[src/core/uart_pkg.sv]
// shared constants, register map and carrier types for the serial channel
package uart_pkg;
	// register byte offsets (apb word aligned)
	localparam logic [7:0] MODE_OFFSET = 8'h00;
	localparam logic [7:0] TXBUF_OFFSET = 8'h04;
	localparam logic [7:0] RXBUF_OFFSET = 8'h08;
	localparam logic [7:0] STATUS_OFFSET = 8'h0c;
	localparam logic [7:0] DIVISOR_OFFSET = 8'h10;
	localparam logic [7:0] EVENT_OFFSET = 8'h14;
	// mode register field positions
	localparam int MODE_UNIT_BIT = 0;
	localparam int MODE_TX_BIT = 1;
	localparam int MODE_RX_BIT = 2;
	localparam int MODE_PAR_LSB = 3;
	localparam int MODE_LEN7_BIT = 5;
	localparam int MODE_STOP2_BIT = 6;
	localparam int MODE_ERRSEP_BIT = 7;
	// status field positions
	localparam int STAT_SHIFTING_BIT = 0;
	localparam int STAT_BUFFULL_BIT = 1;
	// event register field positions (rx error flags, cleared on read)
	localparam int EVT_PARITY_BIT = 0;
	localparam int EVT_FRAMING_BIT = 1;
	localparam int EVT_OVERRUN_BIT = 2;
	// reset values
	localparam logic [7:0] MODE_RESET = 8'h00;
	localparam logic [7:0] BUF_RESET = 8'hff;
	localparam logic [15:0] DIVISOR_RESET = 16'h0010;
	// oversampling: ticks of the basic clock per bit
	localparam int OVERSAMPLE = 16;
	localparam logic [3:0] OVS_LAST = 4'hf;
	localparam logic [3:0] OVS_MID = 4'h7;
	// parity modes
	localparam logic [1:0] PAR_NONE = 2'h0;
	localparam logic [1:0] PAR_ZERO = 2'h1;
	localparam logic [1:0] PAR_ODD = 2'h2;
	localparam logic [1:0] PAR_EVEN = 2'h3;

	typedef struct packed {
		logic err_separate;
		logic stop2;
		logic len7;
		logic [1:0] parity;
		logic rx_enable;
		logic tx_enable;
		logic unit_enable;
	} serial_mode_t;

	typedef struct packed {
		logic overrun;
		logic framing;
		logic parity;
	} rx_err_t;

	typedef struct packed {
		logic tx_done_irq;
		logic rx_done_irq;
		logic rx_error_irq;
	} irq_t;

	typedef enum logic [2:0] {TX_IDLE, TX_START, TX_DATA, TX_PARITY, TX_STOP} tx_state_t;
	typedef enum logic [2:0] {RX_IDLE, RX_START, RX_DATA, RX_PARITY, RX_STOP} rx_state_t;
endpackage

[src/core/uart_channel.sv]
// asynchronous serial channel: apb registers, buffered transmitter, receiver
//
// Decided for this implementation: register access over APB and the address map.
`timescale 1ns/1ps
module uart_channel
	import uart_pkg::*;
(
	// clock and reset
	input wire logic ref_clk,
	input wire logic resetn,
	input wire logic clk_en,
	// apb slave
	input wire logic psel,
	input wire logic penable,
	input wire logic pwrite,
	input wire logic [7:0] paddr,
	input wire logic [31:0] pwdata,
	output logic [31:0] prdata,
	output logic pready,
	output logic pslverr,
	// serial pins
	input wire logic rx_pin,
	output logic tx_pin,
	// interrupt pulses
	output uart_pkg::irq_t irq
);
	import uart_pkg::*;

	serial_mode_t mode;
	logic [15:0] divisor;
	logic [15:0] baud_cnt;
	logic [7:0] tx_buffer;
	logic [7:0] tx_shift_reg;
	logic tx_buf_full_flag;
	logic tx_shifting_flag;
	tx_state_t tx_state;
	logic [3:0] tx_ovs;
	logic [2:0] tx_bit;
	logic tx_par;
	logic tx_stop_second;
	logic [7:0] rx_buffer;
	logic [7:0] rx_shift;
	rx_state_t rx_state;
	logic [3:0] rx_ovs;
	logic [2:0] rx_bit;
	logic rx_par;
	rx_err_t rx_err;
	logic [2:0] rx_sync;

	// bus decode
	wire access = psel && penable;
	wire wr = access && pwrite;
	wire rd = access && !pwrite;
	wire hit_mode = paddr == MODE_OFFSET;
	wire hit_txbuf = paddr == TXBUF_OFFSET;
	wire hit_rxbuf = paddr == RXBUF_OFFSET;
	wire hit_status = paddr == STATUS_OFFSET;
	wire hit_div = paddr == DIVISOR_OFFSET;
	wire hit_evt = paddr == EVENT_OFFSET;
	wire mapped = hit_mode || hit_txbuf || hit_rxbuf || hit_status || hit_div || hit_evt;
	// both flags move on one edge, so a read never splits the pair
	wire [31:0] status_word = {30'h0, tx_buf_full_flag, tx_shifting_flag};
	wire [31:0] next_prdata = hit_mode ? {24'h0, mode} :
		hit_txbuf ? {24'h0, tx_buffer} :
		hit_rxbuf ? {24'h0, rx_buffer} :
		hit_status ? status_word :
		hit_div ? {16'h0, divisor} :
		hit_evt ? {29'h0, rx_err} : 32'h0;

	// baud generator: one tick per oversample slot, frozen while unit is off
	wire unit_on = mode.unit_enable;
	wire tick = unit_on && (baud_cnt == 16'h0);
	wire [15:0] next_baud_cnt = (!unit_on || baud_cnt == 16'h0) ? divisor - 16'h1 : baud_cnt - 16'h1;

	// rx pin: three flops, change taken on a tick when second and third agree
	logic rx_level;
	wire rx_agree = rx_sync[1] == rx_sync[2];

	// transmitter
	wire tx_run = unit_on && mode.tx_enable;
	wire buf_write = wr && hit_txbuf && tx_run;
	wire tx_slot_end = tick && tx_ovs == OVS_LAST;
	wire [2:0] last_bit = mode.len7 ? 3'h6 : 3'h7;
	wire tx_load = tx_run && tx_state == TX_IDLE && tx_buf_full_flag;
	wire tx_final_stop = tx_state == TX_STOP && (!mode.stop2 || tx_stop_second);
	wire tx_frame_end = tx_slot_end && tx_final_stop;
	wire [7:0] tx_masked = mode.len7 ? {1'b0, tx_shift_reg[6:0]} : tx_shift_reg;
	wire tx_par_bit = mode.parity == PAR_ODD ? ~(^tx_masked) : mode.parity == PAR_EVEN ? ^tx_masked : 1'b0;

	// receiver
	wire rx_run = unit_on && mode.rx_enable;
	wire rx_mid = tick && rx_ovs == OVS_MID;
	wire rx_stop_seen = rx_state == RX_STOP && rx_mid;
	wire [7:0] rx_char = mode.len7 ? {1'b0, rx_shift[7:1]} : rx_shift;
	wire rx_par_bad = (mode.parity == PAR_EVEN && (^rx_char ^ rx_par)) ||
		(mode.parity == PAR_ODD && !(^rx_char ^ rx_par));
	wire rx_frame_bad = !rx_level;
	logic rx_unread;
	wire rx_over = rx_unread;
	wire rx_any_err = rx_par_bad || rx_frame_bad || rx_over;

	always_ff @(posedge ref_clk) begin
		if (!resetn) begin
			prdata <= 32'h0;
			pready <= 1'b0;
			pslverr <= 1'b0;
			mode <= MODE_RESET;
			divisor <= DIVISOR_RESET;
			baud_cnt <= 16'h0;
			rx_sync <= 3'h7;
			rx_level <= 1'b1;
		end else if (clk_en) begin
			pready <= access && !pready;
			pslverr <= access && !pready && !mapped;
			prdata <= (rd && !pready) ? next_prdata : 32'h0;
			if (wr && !pready && hit_mode)
				mode <= pwdata[7:0];
			if (wr && !pready && hit_div)
				divisor <= (pwdata[15:0] == 16'h0) ? 16'h1 : pwdata[15:0];
			baud_cnt <= next_baud_cnt;
			rx_sync <= {rx_sync[1:0], rx_pin};
			if (rx_agree && tick)
				rx_level <= rx_sync[2];
		end
	end

	// transmit buffer and its full flag
	always_ff @(posedge ref_clk) begin
		if (!resetn) begin
			tx_buffer <= BUF_RESET;
			tx_buf_full_flag <= 1'b0;
		end else if (clk_en) begin
			if (!tx_run) begin
				tx_buf_full_flag <= 1'b0;
			end else if (buf_write && !pready) begin
				tx_buffer <= pwdata[7:0];
				tx_buf_full_flag <= 1'b1;
			end else if (tx_load) begin
				tx_buf_full_flag <= 1'b0;
			end
		end
	end

	// transmit sequencer
	always_ff @(posedge ref_clk) begin
		if (!resetn) begin
			tx_state <= TX_IDLE;
			tx_shift_reg <= BUF_RESET;
			tx_shifting_flag <= 1'b0;
			tx_ovs <= 4'h0;
			tx_bit <= 3'h0;
			tx_par <= 1'b0;
			tx_stop_second <= 1'b0;
			tx_pin <= 1'b1;
			irq.tx_done_irq <= 1'b0;
		end else if (clk_en) begin
			irq.tx_done_irq <= 1'b0;
			if (!tx_run) begin
				tx_state <= TX_IDLE;
				tx_shifting_flag <= 1'b0;
				tx_pin <= 1'b1;
			end else begin
				if (tick)
					tx_ovs <= tx_ovs + 4'h1;
				unique case (tx_state)
				TX_IDLE: begin
					tx_pin <= 1'b1;
					if (tx_load) begin
						tx_shift_reg <= tx_buffer;
						tx_shifting_flag <= 1'b1;
						tx_state <= TX_START;
						tx_ovs <= 4'h0;
						tx_pin <= 1'b0;
					end
				end
				TX_START: begin
					tx_par <= tx_par_bit;
					if (tx_slot_end) begin
						tx_state <= TX_DATA;
						tx_bit <= 3'h0;
						tx_pin <= tx_shift_reg[0];
					end
				end
				TX_DATA: begin
					if (tx_slot_end) begin
						if (tx_bit == last_bit) begin
							tx_state <= (mode.parity == PAR_NONE) ? TX_STOP : TX_PARITY;
							tx_pin <= (mode.parity == PAR_NONE) ? 1'b1 : tx_par;
							tx_stop_second <= 1'b0;
						end else begin
							tx_bit <= tx_bit + 3'h1;
							tx_pin <= tx_shift_reg[tx_bit + 3'h1];
						end
					end
				end
				TX_PARITY: begin
					if (tx_slot_end) begin
						tx_state <= TX_STOP;
						tx_pin <= 1'b1;
						tx_stop_second <= 1'b0;
					end
				end
				TX_STOP: begin
					if (tick && tx_ovs == 4'h0 && tx_final_stop && tx_shifting_flag) begin
						irq.tx_done_irq <= 1'b1;
						tx_shifting_flag <= tx_buf_full_flag;
					end
					if (tx_slot_end) begin
						tx_stop_second <= 1'b1;
						if (tx_frame_end)
							tx_state <= TX_IDLE;
					end
				end
				endcase
			end
		end
	end

	// receive sequencer
	always_ff @(posedge ref_clk) begin
		if (!resetn) begin
			rx_state <= RX_IDLE;
			rx_buffer <= BUF_RESET;
			rx_shift <= 8'h0;
			rx_ovs <= 4'h0;
			rx_bit <= 3'h0;
			rx_par <= 1'b0;
			rx_err <= '0;
			rx_unread <= 1'b0;
			irq.rx_done_irq <= 1'b0;
			irq.rx_error_irq <= 1'b0;
		end else if (clk_en) begin
			irq.rx_done_irq <= 1'b0;
			irq.rx_error_irq <= 1'b0;
			if (rd && !pready && hit_rxbuf)
				rx_unread <= 1'b0;
			if (rd && !pready && hit_evt)
				rx_err <= '0;
			if (!rx_run) begin
				rx_state <= RX_IDLE;
			end else begin
				if (tick)
					rx_ovs <= rx_ovs + 4'h1;
				unique case (rx_state)
				RX_IDLE: begin
					if (tick && !rx_level) begin
						rx_state <= RX_START;
						rx_ovs <= 4'h1;
					end
				end
				RX_START: begin
					if (rx_mid)
						rx_state <= rx_level ? RX_IDLE : RX_DATA;
					rx_bit <= 3'h0;
				end
				RX_DATA: begin
					if (rx_mid) begin
						rx_shift <= {rx_level, rx_shift[7:1]};
						rx_bit <= rx_bit + 3'h1;
						if (rx_bit == last_bit)
							rx_state <= (mode.parity == PAR_NONE) ? RX_STOP : RX_PARITY;
					end
				end
				RX_PARITY: begin
					if (rx_mid) begin
						rx_par <= rx_level;
						rx_state <= RX_STOP;
					end
				end
				RX_STOP: begin
					if (rx_stop_seen) begin
						rx_state <= RX_IDLE;
						if (!rx_over) begin
							rx_buffer <= rx_char;
							rx_unread <= 1'b1;
						end
						rx_err <= rx_err | {rx_over, rx_frame_bad, rx_par_bad};
						if (rx_any_err && !mode.err_separate)
							irq.rx_error_irq <= 1'b1;
						else
							irq.rx_done_irq <= 1'b1;
					end
				end
				endcase
			end
		end
	end
endmodule // uart_channel

[config.mk]
export PLATFORM = sky130hd
export DESIGN_NAME = uart_channel
export DESIGN_NICKNAME = d
export VERILOG_FILES = /design/src/core/uart_pkg.sv /design/src/core/uart_channel.sv
export SDC_FILE = /design/constraint.sdc
export NUM_CORES = 1
export LEC_CHECK = 0
export BUFFER_PORTS_ARGS = -buffer_cell sky130_fd_sc_hd__buf_2
export CORE_MARGIN = 5
export CORE_UTILIZATION = 53
export DETAILED_ROUTE_END_ITERATION = 10
export PLACE_DENSITY = 0.86
export SLEW_MARGIN = 20
export SYNTH_ARGS = -nofsm -noshare
export SYNTH_HDL_FRONTEND = slang
export SYNTH_SLANG_ARGS = --single-unit
[constraint.sdc]
create_clock -name ref_clk -period 3.9 [get_ports ref_clk]
set_input_delay 0.585 -clock ref_clk [delete_from_list [all_inputs] [get_ports ref_clk]]
set_output_delay 0.585 -clock ref_clk [all_outputs]
set_load 0.02 [all_outputs]
==> flow_summary.ini <==
[clocking]
cts_buffers = 17
postCtsHoldBufs = 0
path_clk_slew_ps = 60
htree_levels = 4
cts_setup_buffers = 0
clock-sinks = 127
root_buffer = clkbuf_16
cts_buffer_depth = 2
tritoncts = done
clk_latency_ps = 420

[floorplanning]
dieHeight_um = 125
io_pins = 85
core_um2 = 13100
dieWidth_um = 125
rows = 42
dieArea_um2 = 15700
start_util_pct = 53.8

[yosys]
synth-edff-count = 0
yosysMostFrequentCell = dfxtp_1
synth-simple-area-share_pct = 23.5
synthFlopType = dfxtp_1
synth_compound_area_share_pct = 18.4
synth-seq-cells = 127
synth_area_um2 = 7060
synth_top_family_by_area = simple AND/OR/NAND/NOR gates
synth_cell_type_count = 78
synth_mux_area_share_pct = 11.1
synth_seq_area_share_pct = 36.0
synth_warnings = 0
ys_top_cells_by_count = dfxtp_1 (127), mux2i_1 (73), nand2_1 (73), nor2b_1 (58), nor2_1 (42)
synth_xor_area_share_pct = 3.92
synth_adder_area_share_pct = 1.06
syn_inst = 813
synthTopCellsByArea = dfxtp_1 (36%), mux2i_1 (10%), nor2b_1 (5.1%)
synth.avg_cell_area_um2 = 8.69
yosysTopAreaCell = dfxtp_1
synth_top_area_share_pct = 36.0
async_flop_share_pct = 0

[timing]
setup_tns_ps = 0
hold_violations = 0
drv_slew = 0
fmax_mhz = 275
rsz0062_at_grt = false
skew_ps = 8.60
fin_crit_ps = 3640
hold-worst-slack_ps = 387
slew_headroom_pct = 40.8
tightest_slew_ps = 879
setup_violations = 0
fin_crit_sh_pct = 93.4

[cells_and_area]
final_area_um2 = 7950
reg_top3 = baud_cnt x16, divisor x16, prdata x16
areaGrowthSynthToFinish_pct = 12.6
final_util_pct = 60.5
n_antenna_cell = 0
layout-drive-gt1-share_pct = 13.9
finalNetCount = 904

[place]
dpl_cell_area_um2 = 7370
routabilityCongestion = 0.972
hpwl_um = 12600
port_buffers = 52

[setup_path]
critPathLaunchType = flip-flop
crit_required_ps = 4260
critPathCaptureType = flip-flop
path_class = reg -> reg
path_max_fanout = 10
arrival_ps = 4000

[route]
num_vias = 6354
ant_nets = 0
dr.pass1.iters = 5
drt-total-wl_um = 17800
drc = 0
met2_length_um = 8240
drt_iter0_markers = 618
viasPerCell = 6.12
wl_per_cell_um = 17.2
route.met3.wl_um = 1580
highest_layer = met4
met1Wirelength_um = 7550

[flow_run]
maxCapViolCount = 0

[power_and_ir_drop]
max-vdd-ir-drop_v = 0.000297
p_leak_nw = 3.04
power.density_nw_per_um2 = 378
power.total_mw = 3.00

[grt]
grt_pass1_vias = 5963
antenna_found_initial = 0
grt_max_degree = 58
grt_pass1_wl_um = 29400
grt_util_all_layers_pct = 22.6
grt.overflow.total = 0

[status]
status = finished clean

[min_path]
hp-class = in -> reg
cell usage in the layout (no fill, tap or decap), types with 5 or more instances in the layout:
| cell | instances |
|---|---|
| dfxtp_1 | 127 |
| nand2_1 | 73 |
| mux2i_1 | 73 |
| nor2b_1 | 58 |
| buf_2 | 51 |
| nor2_1 | 42 |
| a21oi_1 | 35 |
| o21ai_0 | 30 |
| nor3_1 | 27 |
| xnor2_1 | 20 |
| nand3_1 | 18 |
| buf_4 | 18 |
| clkbuf_16 | 17 |
| conb_1 | 16 |
| a22oi_1 | 14 |
| o21a_1 | 14 |
| inv_1 | 13 |
| a21boi_0 | 13 |
| nand4_1 | 11 |
| nor4_1 | 11 |
| xor2_1 | 9 |
| nand2b_1 | 9 |
| o211ai_1 | 9 |
| and2_1 | 8 |
| o22ai_1 | 8 |
| a31oi_1 | 8 |
| nor3b_1 | 8 |
| a32oi_1 | 7 |
| and3_1 | 6 |
| ha_1 | 6 |
| nand3b_1 | 5 |
| a21o_1 | 5 |
layer usage:
metal / track usage [%] / vias up
met5: 0 / -
met4: 9.06 / 0
met3: 5.07 / 38
met2: 36.1 / 316
met1: 29.6 / 2989
li1: - / 3011
final cells by class:
class                           instances  area (um2)
Clock buffer                           21         460
Clock inverter                         10         113
Fill cell                            1101        5180
Inverter                               14        52.6
Multi-Input combinational cell        622        4170
Sequential cell                       127        2540
Tap cell                              176         220
Timing Repair Buffer                   69         390
critical path: stages, from the launching register on:
cell     delay (ps)
dfxtp_1         350
or4_4           590
or4_4           540
o21ai_4         310
mux2i_1         270
ha_1            280
o21ai_0         160
a21oi_1         320
buf_4           220
nand3_1         110
o21ai_0         220
o221a_2         210
final timing paths:
| check | startpoint | end | slack, ps | depth (start not counted) |
|---|---|---|---|---|
| max reg2reg | baud_cnt[0] | baud_cnt[12] | 260 | 11 |
| min | rx_pin | rx_sync[0] | 390 | 3 |
| min reg2reg | rx_err[2] | rx_err[2] | 460 | 2 |
| max | baud_cnt[0] | baud_cnt[12] | 260 | 11 |
cell families (layout without fill, tap and decap cells):
| family | Yosys count | in the layout |
|---|---|---|
| AND/OR/NAND/NOR | 306 | 306 |
| adder cells (fa/ha/maj) | 6 | 6 |
| multiplexers | 76 | 76 |
| XOR/XNOR | 30 | 30 |
| buffers and inverters | 79 | 114 |
| AO/OA/AOI/OAI | 188 | 188 |
| other | 1 | 16 |
| flip-flops | 127 | 127 |
metrics by stage:
step	std cells	setup WS (ps)
after floorplan	828	214
after global placement	1008	405
after detailed placement	1008	330
after CTS	1039	275
after global routing	1039	59.5
final	1039	258
power by group:
group | internal (mW) | total, mW | switching (mW) | leakage (nW)
Combinational | 0.0514 | 0.154 | 0.102 | 1.73
Sequential | 1.31 | 1.31 | 0.00964 | 1.03
Clock | 0.968 | 1.53 | 0.567 | 0.279
Total | 2.32 | 3.00 | 0.679 | 3.04
timing repair:
action                                  in CTS  in global routing
endpoints found under the setup margin       0                  4
endpoints found under the hold margin        0                  0
gates resized for setup                      0                  1
No activity file was read; power rests on OpenSTA's default activity.
